--- src/rtl/qpb_pkg.sv ---
// Overview of operation
// - second burst address is first plus one, two-bit
// - read select low at rising edge starts read
// - write select low at rising edge starts write
// - read and write sequencers run independently except on the first edge after idle, where a read blocks the write
// - sequencers advance on true clock edges only
// - read beats leave at t+2.5 and t+3.0
// - controller gives write beats at t and t+0.5
// - same-type commands only every other edge
// - both selects low after idle: read wins
// - finish outstanding work before stopping clocks
// - byte-masked write needs write select low
// - x18 lanes gate nine bits, all high aborts
// - x36 four lanes gate nine bits each
// - reads of buffered write address return buffer
// - read-valid flag stands with the first read beat only
package qpb_pkg;

  localparam int LANE_W      = 9;
  localparam int LANE_MAX    = 4;
  localparam int DATA_W_DEF  = 36;
  localparam int ADDR_W_DEF  = 20;
  localparam int FIFO_DEPTH  = 32;
  localparam int BURST_CNT_W = 2;
  // read command edge to first (complement) beat and second (true) beat
  localparam int READ_FALL_CYC = 2;
  localparam int READ_RISE_CYC = 3;
  localparam int RD_OUTSTAND_W = 2;

  localparam logic [BURST_CNT_W-1:0] BURST_STEP = 2'h1;
  localparam logic [LANE_MAX-1:0]    LANES_OFF  = 4'hf;

  // the low two address bits form a wrapping linear counter
  function automatic logic [ADDR_W_DEF-1:0] burstNext(
    input logic [ADDR_W_DEF-1:0] a
  );
    burstNext = {a[ADDR_W_DEF-1:BURST_CNT_W],
                 a[BURST_CNT_W-1:0] + BURST_STEP};
  endfunction

endpackage

--- src/rtl/qpb_if.sv ---
interface qpb_if #(
  parameter int DATA_W = qpb_pkg::DATA_W_DEF,
  parameter int ADDR_W = qpb_pkg::ADDR_W_DEF
);
  logic              readSel_n;
  logic              writeSel_n;
  logic [ADDR_W-1:0] rdAddr;
  logic [ADDR_W-1:0] wrAddr;
  logic [DATA_W-1:0] wrDataRise;
  logic [DATA_W-1:0] wrDataFall;
  // bit 0 rides with the true-clock beat, bit 1 with the complement beat
  logic [1:0]        byteLane0WriteEn_n;
  logic [1:0]        byteLane1WriteEn_n;
  logic [1:0]        byteLane2WriteEn_n;
  logic [1:0]        byteLane3WriteEn_n;
  logic [DATA_W-1:0] readDataFall;
  logic [DATA_W-1:0] readDataRise;
  logic              readDataFallOe;
  logic              readDataRiseOe;
  logic              readValidFlag;

  modport mem (
    input  readSel_n, writeSel_n, rdAddr, wrAddr, wrDataRise, wrDataFall,
    input  byteLane0WriteEn_n, byteLane1WriteEn_n,
    input  byteLane2WriteEn_n, byteLane3WriteEn_n,
    output readDataFall, readDataRise, readDataFallOe, readDataRiseOe,
    output readValidFlag
  );

  modport ctrl (
    output readSel_n, writeSel_n, rdAddr, wrAddr, wrDataRise, wrDataFall,
    output byteLane0WriteEn_n, byteLane1WriteEn_n,
    output byteLane2WriteEn_n, byteLane3WriteEn_n,
    input  readDataFall, readDataRise, readDataFallOe, readDataRiseOe,
    input  readValidFlag
  );
endinterface

--- src/rtl/qpb_ctrl.sv ---
module qpb_fifo #(
  parameter int WIDTH = 8,
  parameter int DEPTH = qpb_pkg::FIFO_DEPTH
) (
  input  wire logic             mclk,
  input  wire logic             rst_n,
  input  wire logic             inValid,
  output logic                  inReady,
  input  wire logic [WIDTH-1:0] inData,
  output logic                  outValid,
  input  wire logic             outReady,
  output logic [WIDTH-1:0]      outData
);

  localparam int PW = $clog2(DEPTH);
  localparam int CW = $clog2(DEPTH + 1);
  localparam logic [CW-1:0] FULL_CNT = CW'(DEPTH);
  localparam logic [PW-1:0] LAST_PTR = PW'(DEPTH - 1);

  typedef struct packed {
    logic [PW-1:0] wrPtr;
    logic [PW-1:0] rdPtr;
    logic [CW-1:0] count;
    logic          notFull;
  } qpb_fifo_state_t;

  qpb_fifo_state_t st;
  qpb_fifo_state_t next_st;
  logic [WIDTH-1:0] store [DEPTH];
  logic             push;
  logic             pop;

  always_comb begin
    next_st = st;
    push    = inValid && st.notFull;
    pop     = outReady && (st.count != '0);
    if (push) begin
      next_st.wrPtr = (st.wrPtr == LAST_PTR) ? '0 : st.wrPtr + 1'b1;
    end
    if (pop) begin
      next_st.rdPtr = (st.rdPtr == LAST_PTR) ? '0 : st.rdPtr + 1'b1;
    end
    if (push && !pop) begin
      next_st.count = st.count + 1'b1;
    end else if (pop && !push) begin
      next_st.count = st.count - 1'b1;
    end
    next_st.notFull = (next_st.count != FULL_CNT);
  end

  always_ff @(posedge mclk) begin
    if (push) begin
      store[st.wrPtr] <= inData;
    end
  end

  always_ff @(posedge mclk or negedge rst_n) begin
    if (!rst_n) begin
      st         <= '0;
      st.notFull <= 1'b1;
    end else begin
      st <= next_st;
    end
  end

  assign inReady  = st.notFull;
  assign outValid = (st.count != '0);
  assign outData  = store[st.rdPtr];

endmodule

module qpb_ctrl #(
  parameter int DATA_W = qpb_pkg::DATA_W_DEF,
  parameter int ADDR_W = qpb_pkg::ADDR_W_DEF,
  parameter int DEPTH  = qpb_pkg::FIFO_DEPTH
) (
  input  wire logic                             mclk,
  input  wire logic                             rst_n,
  input  wire logic                             cmdValid,
  output logic                                  cmdReady,
  input  wire logic                             cmdWrite,
  input  wire logic [ADDR_W-1:0]                cmdAddr,
  input  wire logic [DATA_W-1:0]                cmdData0,
  input  wire logic [DATA_W-1:0]                cmdData1,
  input  wire logic [DATA_W/qpb_pkg::LANE_W-1:0] cmdMask0_n,
  input  wire logic [DATA_W/qpb_pkg::LANE_W-1:0] cmdMask1_n,
  input  wire logic                             holdReq,
  output logic                                  quiescent,
  output logic                                  rdDataValid,
  output logic [DATA_W-1:0]                     rdData0,
  output logic [DATA_W-1:0]                     rdData1,
  qpb_if.ctrl                                   link
);

  localparam int LANES = DATA_W / qpb_pkg::LANE_W;
  localparam int FW    = 1 + ADDR_W + 2 * DATA_W + 2 * LANES;
  localparam int OW    = qpb_pkg::RD_OUTSTAND_W;

  typedef struct packed {
    logic                         readSel_n;
    logic                         writeSel_n;
    logic [ADDR_W-1:0]            rdAddr;
    logic [ADDR_W-1:0]            wrAddr;
    logic [DATA_W-1:0]            wrDataRise;
    logic [DATA_W-1:0]            wrDataFall;
    logic [qpb_pkg::LANE_MAX-1:0] enRise_n;
    logic [qpb_pkg::LANE_MAX-1:0] enFall_n;
    logic [OW-1:0]                rdOutstand;
    logic                         secondBeat;
    logic                         rdDataValid;
    logic [DATA_W-1:0]            rdData0;
    logic [DATA_W-1:0]            rdData1;
    logic                         quiescent;
  } qpb_ctrl_state_t;

  qpb_ctrl_state_t st;
  qpb_ctrl_state_t next_st;

  logic          headValid;
  logic [FW-1:0] headData;
  logic          headWrite;
  logic          issue;

  qpb_fifo #(.WIDTH(FW), .DEPTH(DEPTH)) qpb_fifo_i (
    .mclk     (mclk),
    .rst_n    (rst_n),
    .inValid  (cmdValid),
    .inReady  (cmdReady),
    .inData   ({cmdWrite, cmdAddr, cmdData0, cmdData1,
                cmdMask0_n, cmdMask1_n}),
    .outValid (headValid),
    .outReady (issue),
    .outData  (headData)
  );

  always_comb begin
    next_st   = st;
    headWrite = headData[FW-1];
    // one command per cycle keeps read and write from colliding after idle;
    // hold stops new work so the clock may be stopped once drained
    issue = headValid && !holdReq
            && !(headWrite ? !st.writeSel_n : !st.readSel_n);

    next_st.readSel_n  = 1'b1;
    next_st.writeSel_n = 1'b1;
    next_st.enRise_n   = qpb_pkg::LANES_OFF;
    next_st.enFall_n   = qpb_pkg::LANES_OFF;
    if (issue && headWrite) begin
      next_st.writeSel_n = 1'b0;
      next_st.wrAddr     = headData[FW-2 -: ADDR_W];
      next_st.wrDataRise = headData[2*LANES+2*DATA_W-1 -: DATA_W];
      next_st.wrDataFall = headData[2*LANES+DATA_W-1 -: DATA_W];
      next_st.enRise_n[LANES-1:0] = headData[2*LANES-1 -: LANES];
      next_st.enFall_n[LANES-1:0] = headData[LANES-1:0];
    end else if (issue) begin
      next_st.readSel_n = 1'b0;
      next_st.rdAddr    = headData[FW-2 -: ADDR_W];
    end

    // first beat arrives with the flag, the second one cycle later
    next_st.rdDataValid = 1'b0;
    next_st.secondBeat  = link.readValidFlag;
    if (link.readValidFlag) begin
      next_st.rdData0 = link.readDataFall;
    end
    if (st.secondBeat) begin
      next_st.rdData1     = link.readDataRise;
      next_st.rdDataValid = 1'b1;
    end
    if (issue && !headWrite && !st.secondBeat) begin
      next_st.rdOutstand = st.rdOutstand + 1'b1;
    end else if (st.secondBeat && !(issue && !headWrite)) begin
      next_st.rdOutstand = st.rdOutstand - 1'b1;
    end
    next_st.quiescent = holdReq && (next_st.rdOutstand == '0)
                        && next_st.readSel_n && next_st.writeSel_n;
  end

  always_ff @(posedge mclk or negedge rst_n) begin
    if (!rst_n) begin
      st            <= '0;
      st.readSel_n  <= 1'b1;
      st.writeSel_n <= 1'b1;
      st.enRise_n   <= qpb_pkg::LANES_OFF;
      st.enFall_n   <= qpb_pkg::LANES_OFF;
    end else begin
      st <= next_st;
    end
  end

  assign link.readSel_n          = st.readSel_n;
  assign link.writeSel_n         = st.writeSel_n;
  assign link.rdAddr             = st.rdAddr;
  assign link.wrAddr             = st.wrAddr;
  assign link.wrDataRise         = st.wrDataRise;
  assign link.wrDataFall         = st.wrDataFall;
  assign link.byteLane0WriteEn_n = {st.enFall_n[0], st.enRise_n[0]};
  assign link.byteLane1WriteEn_n = {st.enFall_n[1], st.enRise_n[1]};
  assign link.byteLane2WriteEn_n = {st.enFall_n[2], st.enRise_n[2]};
  assign link.byteLane3WriteEn_n = {st.enFall_n[3], st.enRise_n[3]};
  assign quiescent   = st.quiescent;
  assign rdDataValid = st.rdDataValid;
  assign rdData0     = st.rdData0;
  assign rdData1     = st.rdData1;

endmodule

--- src/flat_wrapper.sv ---
// flat-port wrapper written by rule: the top's interface ports become plain ports
module qpb_ctrl_flat 
#(
  parameter int DATA_W = qpb_pkg::DATA_W_DEF,
  parameter int ADDR_W = qpb_pkg::ADDR_W_DEF,
  parameter int DEPTH  = qpb_pkg::FIFO_DEPTH
)
  (mclk, rst_n, cmdValid, cmdReady, cmdWrite, cmdAddr, cmdData0, cmdData1, cmdMask0_n, cmdMask1_n, holdReq, quiescent, rdDataValid, rdData0, rdData1, link_readSel_n, link_writeSel_n, link_rdAddr, link_wrAddr, link_wrDataRise, link_wrDataFall, link_byteLane0WriteEn_n, link_byteLane1WriteEn_n, link_byteLane2WriteEn_n, link_byteLane3WriteEn_n, link_readDataFall, link_readDataRise, link_readDataFallOe, link_readDataRiseOe, link_readValidFlag);
  qpb_if #(.DATA_W(DATA_W), .ADDR_W(ADDR_W)) link_i ();
  input  wire logic mclk;
  input  wire logic rst_n;
  input  wire logic cmdValid;
  output logic cmdReady;
  input  wire logic cmdWrite;
  input  wire logic [ADDR_W-1:0] cmdAddr;
  input  wire logic [DATA_W-1:0] cmdData0;
  input  wire logic [DATA_W-1:0] cmdData1;
  input  wire logic [DATA_W/qpb_pkg::LANE_W-1:0] cmdMask0_n;
  input  wire logic [DATA_W/qpb_pkg::LANE_W-1:0] cmdMask1_n;
  input  wire logic holdReq;
  output logic quiescent;
  output logic rdDataValid;
  output logic [DATA_W-1:0] rdData0;
  output logic [DATA_W-1:0] rdData1;
  output wire logic [$bits(link_i.readSel_n)-1:0] link_readSel_n;
  output wire logic [$bits(link_i.writeSel_n)-1:0] link_writeSel_n;
  output wire logic [$bits(link_i.rdAddr)-1:0] link_rdAddr;
  output wire logic [$bits(link_i.wrAddr)-1:0] link_wrAddr;
  output wire logic [$bits(link_i.wrDataRise)-1:0] link_wrDataRise;
  output wire logic [$bits(link_i.wrDataFall)-1:0] link_wrDataFall;
  output wire logic [$bits(link_i.byteLane0WriteEn_n)-1:0] link_byteLane0WriteEn_n;
  output wire logic [$bits(link_i.byteLane1WriteEn_n)-1:0] link_byteLane1WriteEn_n;
  output wire logic [$bits(link_i.byteLane2WriteEn_n)-1:0] link_byteLane2WriteEn_n;
  output wire logic [$bits(link_i.byteLane3WriteEn_n)-1:0] link_byteLane3WriteEn_n;
  input wire logic [$bits(link_i.readDataFall)-1:0] link_readDataFall;
  input wire logic [$bits(link_i.readDataRise)-1:0] link_readDataRise;
  input wire logic [$bits(link_i.readDataFallOe)-1:0] link_readDataFallOe;
  input wire logic [$bits(link_i.readDataRiseOe)-1:0] link_readDataRiseOe;
  input wire logic [$bits(link_i.readValidFlag)-1:0] link_readValidFlag;
  assign link_readSel_n = link_i.readSel_n;
  assign link_writeSel_n = link_i.writeSel_n;
  assign link_rdAddr = link_i.rdAddr;
  assign link_wrAddr = link_i.wrAddr;
  assign link_wrDataRise = link_i.wrDataRise;
  assign link_wrDataFall = link_i.wrDataFall;
  assign link_byteLane0WriteEn_n = link_i.byteLane0WriteEn_n;
  assign link_byteLane1WriteEn_n = link_i.byteLane1WriteEn_n;
  assign link_byteLane2WriteEn_n = link_i.byteLane2WriteEn_n;
  assign link_byteLane3WriteEn_n = link_i.byteLane3WriteEn_n;
  assign link_i.readDataFall = link_readDataFall;
  assign link_i.readDataRise = link_readDataRise;
  assign link_i.readDataFallOe = link_readDataFallOe;
  assign link_i.readDataRiseOe = link_readDataRiseOe;
  assign link_i.readValidFlag = link_readValidFlag;
  qpb_ctrl #(.DATA_W(DATA_W), .ADDR_W(ADDR_W), .DEPTH(DEPTH)) u_core (.mclk(mclk), .rst_n(rst_n), .cmdValid(cmdValid), .cmdReady(cmdReady), .cmdWrite(cmdWrite), .cmdAddr(cmdAddr), .cmdData0(cmdData0), .cmdData1(cmdData1), .cmdMask0_n(cmdMask0_n), .cmdMask1_n(cmdMask1_n), .holdReq(holdReq), .quiescent(quiescent), .rdDataValid(rdDataValid), .rdData0(rdData0), .rdData1(rdData1), .link(link_i));
endmodule
--- config.mk ---
export PLATFORM = sky130hd
export DESIGN_NAME = qpb_ctrl_flat
export DESIGN_NICKNAME = d
export VERILOG_FILES = /design/src/rtl/qpb_pkg.sv /design/src/rtl/qpb_if.sv /design/src/rtl/qpb_ctrl.sv /design/src/flat_wrapper.sv
export SDC_FILE = /design/constraint.sdc
export NUM_CORES = 2
export LEC_CHECK = 0
export BUFFER_PORTS_ARGS = -buffer_cell sky130_fd_sc_hd__clkbuf_2
export CORE_MARGIN = 8
export CORE_UTILIZATION = 30
export DETAILED_ROUTE_END_ITERATION = 8
export GPL_TIMING_DRIVEN = 0
export PLACE_DENSITY = 0.45
export SETUP_SLACK_MARGIN = 0.15
export SLEW_MARGIN = 20
export SYNTH_ARGS = -nofsm -noshare
export SYNTH_HDL_FRONTEND = slang
export SYNTH_SLANG_ARGS = --single-unit
--- constraint.sdc ---
create_clock -name mclk -period 15.65 [get_ports mclk]
set_input_delay 2.3475 -clock mclk [delete_from_list [all_inputs] [get_ports mclk]]
set_output_delay 2.3475 -clock mclk [all_outputs]
set_load 0.005 [all_outputs]
### Word level (Yosys, flattened, before mapping)

Memory sizes are Yosys's and may differ from the RTL's.
Cells that the tools add are included.

| storage, ports and cells | value |
|---|---|
| flip-flop bits (word level) | 216 |
| RAM bits | 3,232 |
| input port bits | 180 |
| output and inout port bits | 197 |
| memories kept | 1 |

| cells by class | value |
|---|---|
| add/sub/neg operators | 6 |
| equality and inequality tests | 3 |
| mux-type cells | 14 |
| bitwise gates (word level) | 1 |
| reductions and logical operators | 25 |

Memories:

| name | words | bits a word | rd ports | clocked after memory_dff | wr ports | RTL line | source |
|---|---|---|---|---|---|---|---|
| u_core.qpb_fifo_i.store | 32 | 101 | 1 | 0 | 1 | qpb_ctrl.sv:29 | `logic [WIDTH-1:0] store [DEPTH];` |

Operators by type and width:

| cell | number |
|---|---|
| logical AND 1 bit | 13 |
| two-way mux 6 bit | 2 |
| adder 5 x 1 -> 5 bit (second input constant) | 2 |
| == test 5 bit (second input constant) | 2 |
| two-way mux 5 bit | 2 |
| logical NOT 1 bit | 9 |
| two-way mux 8 bit | 1 |
| two-way mux 1 bit | 7 |
| adder 6 x 1 -> 6 bit (second input constant) | 1 |
| inequality test 6 bit (second input constant) | 1 |
| nonzero test 6 bit | 1 |
| subtractor 6 x 1 -> 6 bit (second input constant) | 1 |
| two-way mux 2 bit | 2 |
| adder 2 x 1 -> 2 bit (second input constant) | 1 |
| logical NOT 2 bit | 1 |
| AND reduction 2 bit | 1 |
| subtractor 2 x 1 -> 2 bit (second input constant) | 1 |
| inverter 1 bit | 1 |

### Longest topological paths before layout

| depth | value |
|---|---|
| word-level depth | 13 |
| mapped depth | 12 |
| depth with buffers taken out | 11 |

### Hierarchy

Synthesis repeated with hierarchy kept, for this count alone.

| second synthesis, totals | value |
|---|---|
| cell total of the unflattened synthesis | 5,652 |
| area total of the unflattened synthesis | 132,584.7 um^2 |

By module, submodules not included:

| module | times used | cells each | area each (um^2) |
|---|---|---|---|
| qpb_fifo | 1 | 5,034 | 123,447.1 |
| qpb_ctrl | 1 | 618 | 9,137.5 |

### Worst setup path before layout

No wires, ideal clock.

| timing path | value |
|---|---|
| kind | input to register |
| start point | input port cmdValid |
| end point | memory u_core.qpb_fifo_i.store[15][0] (netlist bit), enable pin |
| setup time | 0.562 ns |
| data arrival time | 7.268 ns |
| required time | 15.088 ns |
| setup slack | 7.820 ns |
| stages | 4 |
| path through | and2_1 > clkbuf_1 > nand2_1 > nor2_1 |

| on the way | value |
|---|---|
| longest elaborated chain between the ends | 3 |

RTL lines:

| element | RTL line | source |
|---|---|---|
| from (decl) | flat_wrapper.sv:12 | `input wire logic cmdValid;` |
| logical AND 1 bit | qpb_ctrl.sv:35 | `push = inValid && st.notFull;` |
| two-way mux 1 bit | qpb_ctrl.sv:52 | `if (push) begin` |
| two-way mux 1 bit (implied by the code) | qpb_ctrl.sv:53 | `store[st.wrPtr] <= inData;` |
| to (decl) | qpb_ctrl.sv:29 |  |

No other way between the ends.

### Worst setup path in the final report

| timing path | value |
|---|---|
| start point | input port holdReq |
| end point | register u_core.st, in the netlist u_core.link.wrDataRise[23] |

| on the way | value |
|---|---|
| longest elaborated chain between the ends | 4 |

RTL lines:

| element | RTL line | source |
|---|---|---|
| from (decl) | flat_wrapper.sv:20 | `input wire logic holdReq;` |
| logical NOT 1 bit | qpb_ctrl.sv:141 | `issue = headValid && !holdReq` |
| logical AND 1 bit | qpb_ctrl.sv:141 |  |
| logical AND 1 bit | qpb_ctrl.sv:142 | `&& !(headWrite ? !st.writeSel_n : !st.readSel_n);` |
| logical AND 1 bit | qpb_ctrl.sv:148 | `if (issue && headWrite) begin` |
| to (signal assigned) | qpb_ctrl.sv:187 | `st <= next_st;` |
| to (decl) | qpb_ctrl.sv:116 | `qpb_ctrl_state_t st;` |

No other way between the ends.
A chain may end at the register's enable or synchronous reset.

==> qor.txt <==
drt initial violations: 5486
CTS Sinks: 3448
Post-CTS Setup Inserts: 0
# hold bufs at CTS: 0
number of synthesized flops with an enable pin: 3232
Worst setup EP type: flip-flop
DRC Markers: 0
GRT overflow: 0
clk_lat worst skew: 0.93 ns
f_max: 194.7 MHz
register share of total power: 39.6%
final worst path period need: 5.136 ns
peak supply drop: 0.08945 mV
Total Die Area: 0.4607 sq mm
critical path fanouts, max: 10
static leakage: 0.05139 uW
synthesized area per cell: 24.15 sq um
Post-Synth Simple-Gate Area: 0.6362%
R2R depth: 11
largest family of logic cells by synthesized area: multiplexers
Area Overhead vs Synth: 20.77%
Cell Area, Synth: 0.1318 sq mm
antenna-violating nets left: 0
worst setup margin: 10.51 ns
Worst EP required: 16.48 ns
Synth top area share: 73.65%
initial antenna violation count: 62
RSZ-0062 raised after global routing: false
Post-DP HPWL: 258000 um
H-tree depth: 5
leading post-synthesis cells by cell area: edfxtp_1, mux4_2, dfrtp_1
share of cells above drive strength 1: 39.54%
sequential area share after synthesis: 77.76%
Setup CP Type: input pin to flip-flop
# rows: 243
max cap viols: 0
R2R Setup Slk: 10.54 ns
detailed-route wire length per cell: 30.08 um
post-synthesis mux area share: 19.03%
clk root buf: clkbuf_16
CP max stage delay: 0.88 ns
die width: 678.8 um
CP delay by family, top: buffers and inverters
first-pass GRT wire length: 524100 um
Synth Register Bits: 3448
Post-Synth Adder-Cell Area: 0.1006%
R2R Path End: u_core.link.wrDataRise[23]$_DFFE_PN0N_
WP buf/inv: 5
clk slew on worst S/H paths: 0.06 ns
share of total power in combinational logic: 29.7%
top_reg_cell synth: edfxtp_1
drt first pass iters: 5
Worst Path Arrival: 5.96 ns
Synth Area in XOR/XNOR: 0.04653%
worst min path class: flip-flop to flip-flop
Slew HR: 20.00%
pin count of the biggest net entering global routing: 82
final hold violations: 0
IO Pins: 377
Setup Skew: 0.04944 ns
Worst-Margin Slew: 1.200 ns
pre-CTS WS: 9.443 ns
CP max-delay cell: buf_2
period utilisation layout: 32.82%
cts repair resizes: 0
routed via count: 61780
WHS Endpoint: u_core.rdDataValid$_DFF_PN0_
Chip Height: 678.8 um
fraction of registers with async set/reset: 6.265%
# port buffers: 374
leading area contributor after synthesis: edfxtp_1
# nets final: 6657
clock power share: 30.7%
reg-to-reg startpoint: u_core.qpb_fifo_i.st[9]$_DFFE_PN0P_
total power: 27740 uW
Mapped Cells: 5457
final WL: 377300 um
core area: 0.4378 sq mm
switch share: 29.99%
GRT Resource Usage Total: 15.99%
vias in the first global route: 65160
Yosys cell types: 46
Power Dens Cells: 174.3 mW/mm^2
clock tree buffer depth: 4
Synth Area in Compound Gates: 0.3969%
final setup vio count: 0
status: finished clean
syn nets: 5646
CTS tree: yes
routability cong.: 0.7099
worst hold path depth: 0
P_int: 19420 uW
cell with the most instances after synthesis: edfxtp_1
crit-path most repeated cell: nand2_1
Startpoint Class: input pin
Ys Warns: 0
CTS Buf Count: 369
Final Max Slew Viols: 0
Fillers: 39850
min-delay src: u_core.st[74]$_DFF_PN0_
routed vias/inst: 4.925
sequence of cells on the critical path: clkbuf_2 > a21oi_1 > nand2_1 > nor3_4 > inv_2 > buf_2 > clkbuf_4 > clkbuf_1 > nand2_1 > o21ai_0
Post-synth top cells: edfxtp_1, mux4_2, dfrtp_1
Setup TNS: 0 ns
initial core utilization: 30.10%
switching power total: 8317 uW
==> kinds of logic (layout without fill, tap and decap cells) <==
group                    count (synthesis)  after routing
AO/OA/AOI/OAI                           98             98
XOR/XNOR                                 7              7
adder cells (fa/ha/maj)                 11             11
buffers and inverters                  473           1792
flip-flops                            3448           3448
multiplexers                          1229           1229
other                                    0             10
AND/OR/NAND/NOR                        191            191
==> per-stage QoR <==
step / cells / hold WS [ns] / utilization, % / area, sq um
after floorplan: 5457 / 0.3519 / - / 131800
after global placement: 11590 / 0.3646 / 32.17 / 140800
after detailed placement: 11850 / 0.3687 / 33.66 / 147400
after CTS: 12530 / 0.3798 / 36.34 / 159100
after global routing: 12540 / 0.3991 / 36.34 / 159100
final: 12540 / 0.3721 / 36.35 / 159100
==> flip-flops by register name, summed over array words and instances, names as in the netlist <==
signal                          flops
u_core.st                           3
u_core.link.wrDataFall             36
u_core.link.byteLane3WriteEn_n      2
u_core.link.writeSel_n              1
u_core.rdData1                     36
u_core.link.wrAddr                 20
u_core.qpb_fifo_i.store          3232
u_core.link.byteLane1WriteEn_n      2
u_core.rdDataValid                  1
u_core.link.readSel_n               1
u_core.rdData0                     36
u_core.link.wrDataRise             36
u_core.link.byteLane0WriteEn_n      2
u_core.link.rdAddr                 20
u_core.quiescent                    1
u_core.qpb_fifo_i.inReady           1
u_core.link.byteLane2WriteEn_n      2
u_core.qpb_fifo_i.st               16
==> how the worst max path moves through the flow <==
stage / slack, ns / from / cells past startpoint / to
finish: 10.51 / holdReq / 10 / u_core.link.wrDataRise[23]$_DFFE_PN0N_
global route: 10.30 / u_core.qpb_fifo_i.st[9]$_DFFE_PN0P_ / 11 / u_core.link.wrDataFall[12]$_DFFE_PN0N_
CTS: 10.41 / u_core.qpb_fifo_i.st[9]$_DFFE_PN0P_ / 11 / u_core.link.wrDataFall[6]$_DFFE_PN0N_
detailed placement: 9.44 / holdReq / 10 / u_core.link.wrDataFall[7]$_DFFE_PN0N_
global placement: -0.78 / cmdValid / 5 / u_core.qpb_fifo_i.store[21][75]$_DFFE_PP_
floorplan: 7.82 / cmdValid / 4 / u_core.qpb_fifo_i.store[15][0]$_DFFE_PP_
==> area by class of cell <==
| class | count | area, sq um | area share (%) |
|---|---|---|---|
| tap | 5757 | 7203 | 4.526 |
| clock buffer | 475 | 9993 | 6.280 |
| inverter | 7 | 26.28 | 0.01651 |
| sequential | 3448 | 102500 | 64.39 |
| buffer | 466 | 2701 | 1.697 |
| antenna | 10 | 25.02 | 0.01572 |
| multi-input combinational | 1536 | 26870 | 16.88 |
| clock inverter | 204 | 1763 | 1.108 |
| timing repair buffer | 640 | 8088 | 5.082 |
==> placed cells by master, fill, tap and decap left out, types with 10 or more instances in the layout <==
cell        count
buf_1          35
clkinvlp_4     11
clkinv_1       87
clkbuf_2      399
dfrtp_1       205
dfstp_2        11
bufinv_16      23
nor2_1         12
buf_12        143
nor2_4         32
diode_2        10
buf_4         199
mux4_2       1007
mux2i_1        84
clkbuf_1      179
nand2_1       107
clkbuf_8       18
buf_2          99
o21ai_0        84
clkbuf_16     378
edfxtp_1     3232
clkinv_2       63
buf_16        120
mux2_2        136
==> power by group through the flow <==
| stage | sequential, uW | combinational (uW) | clock (uW) |
|---|---|---|---|
| after global routing | 11000 | 8790 | 9060 |
| after detailed placement | 11200 | 8490 | 0 |
| final | 11000 | 8250 | 8510 |
| after floorplan | 11200 | 4990 | 0 |
| after global placement | 11400 | 8090 | 0 |
| after CTS | 11000 | 8520 | 8740 |
==> routing by layer <==
metal  track usage, %  up-vias  part of all wire (%)
met5                0        -                 0.025
met4            3.671       12                   2.4
met3            2.403      525                   5.2
met2            26.79     1802                    49
met1            22.06    34300                    44
li1                 -    25140                     -
Power figures use the tool's default switching activity.
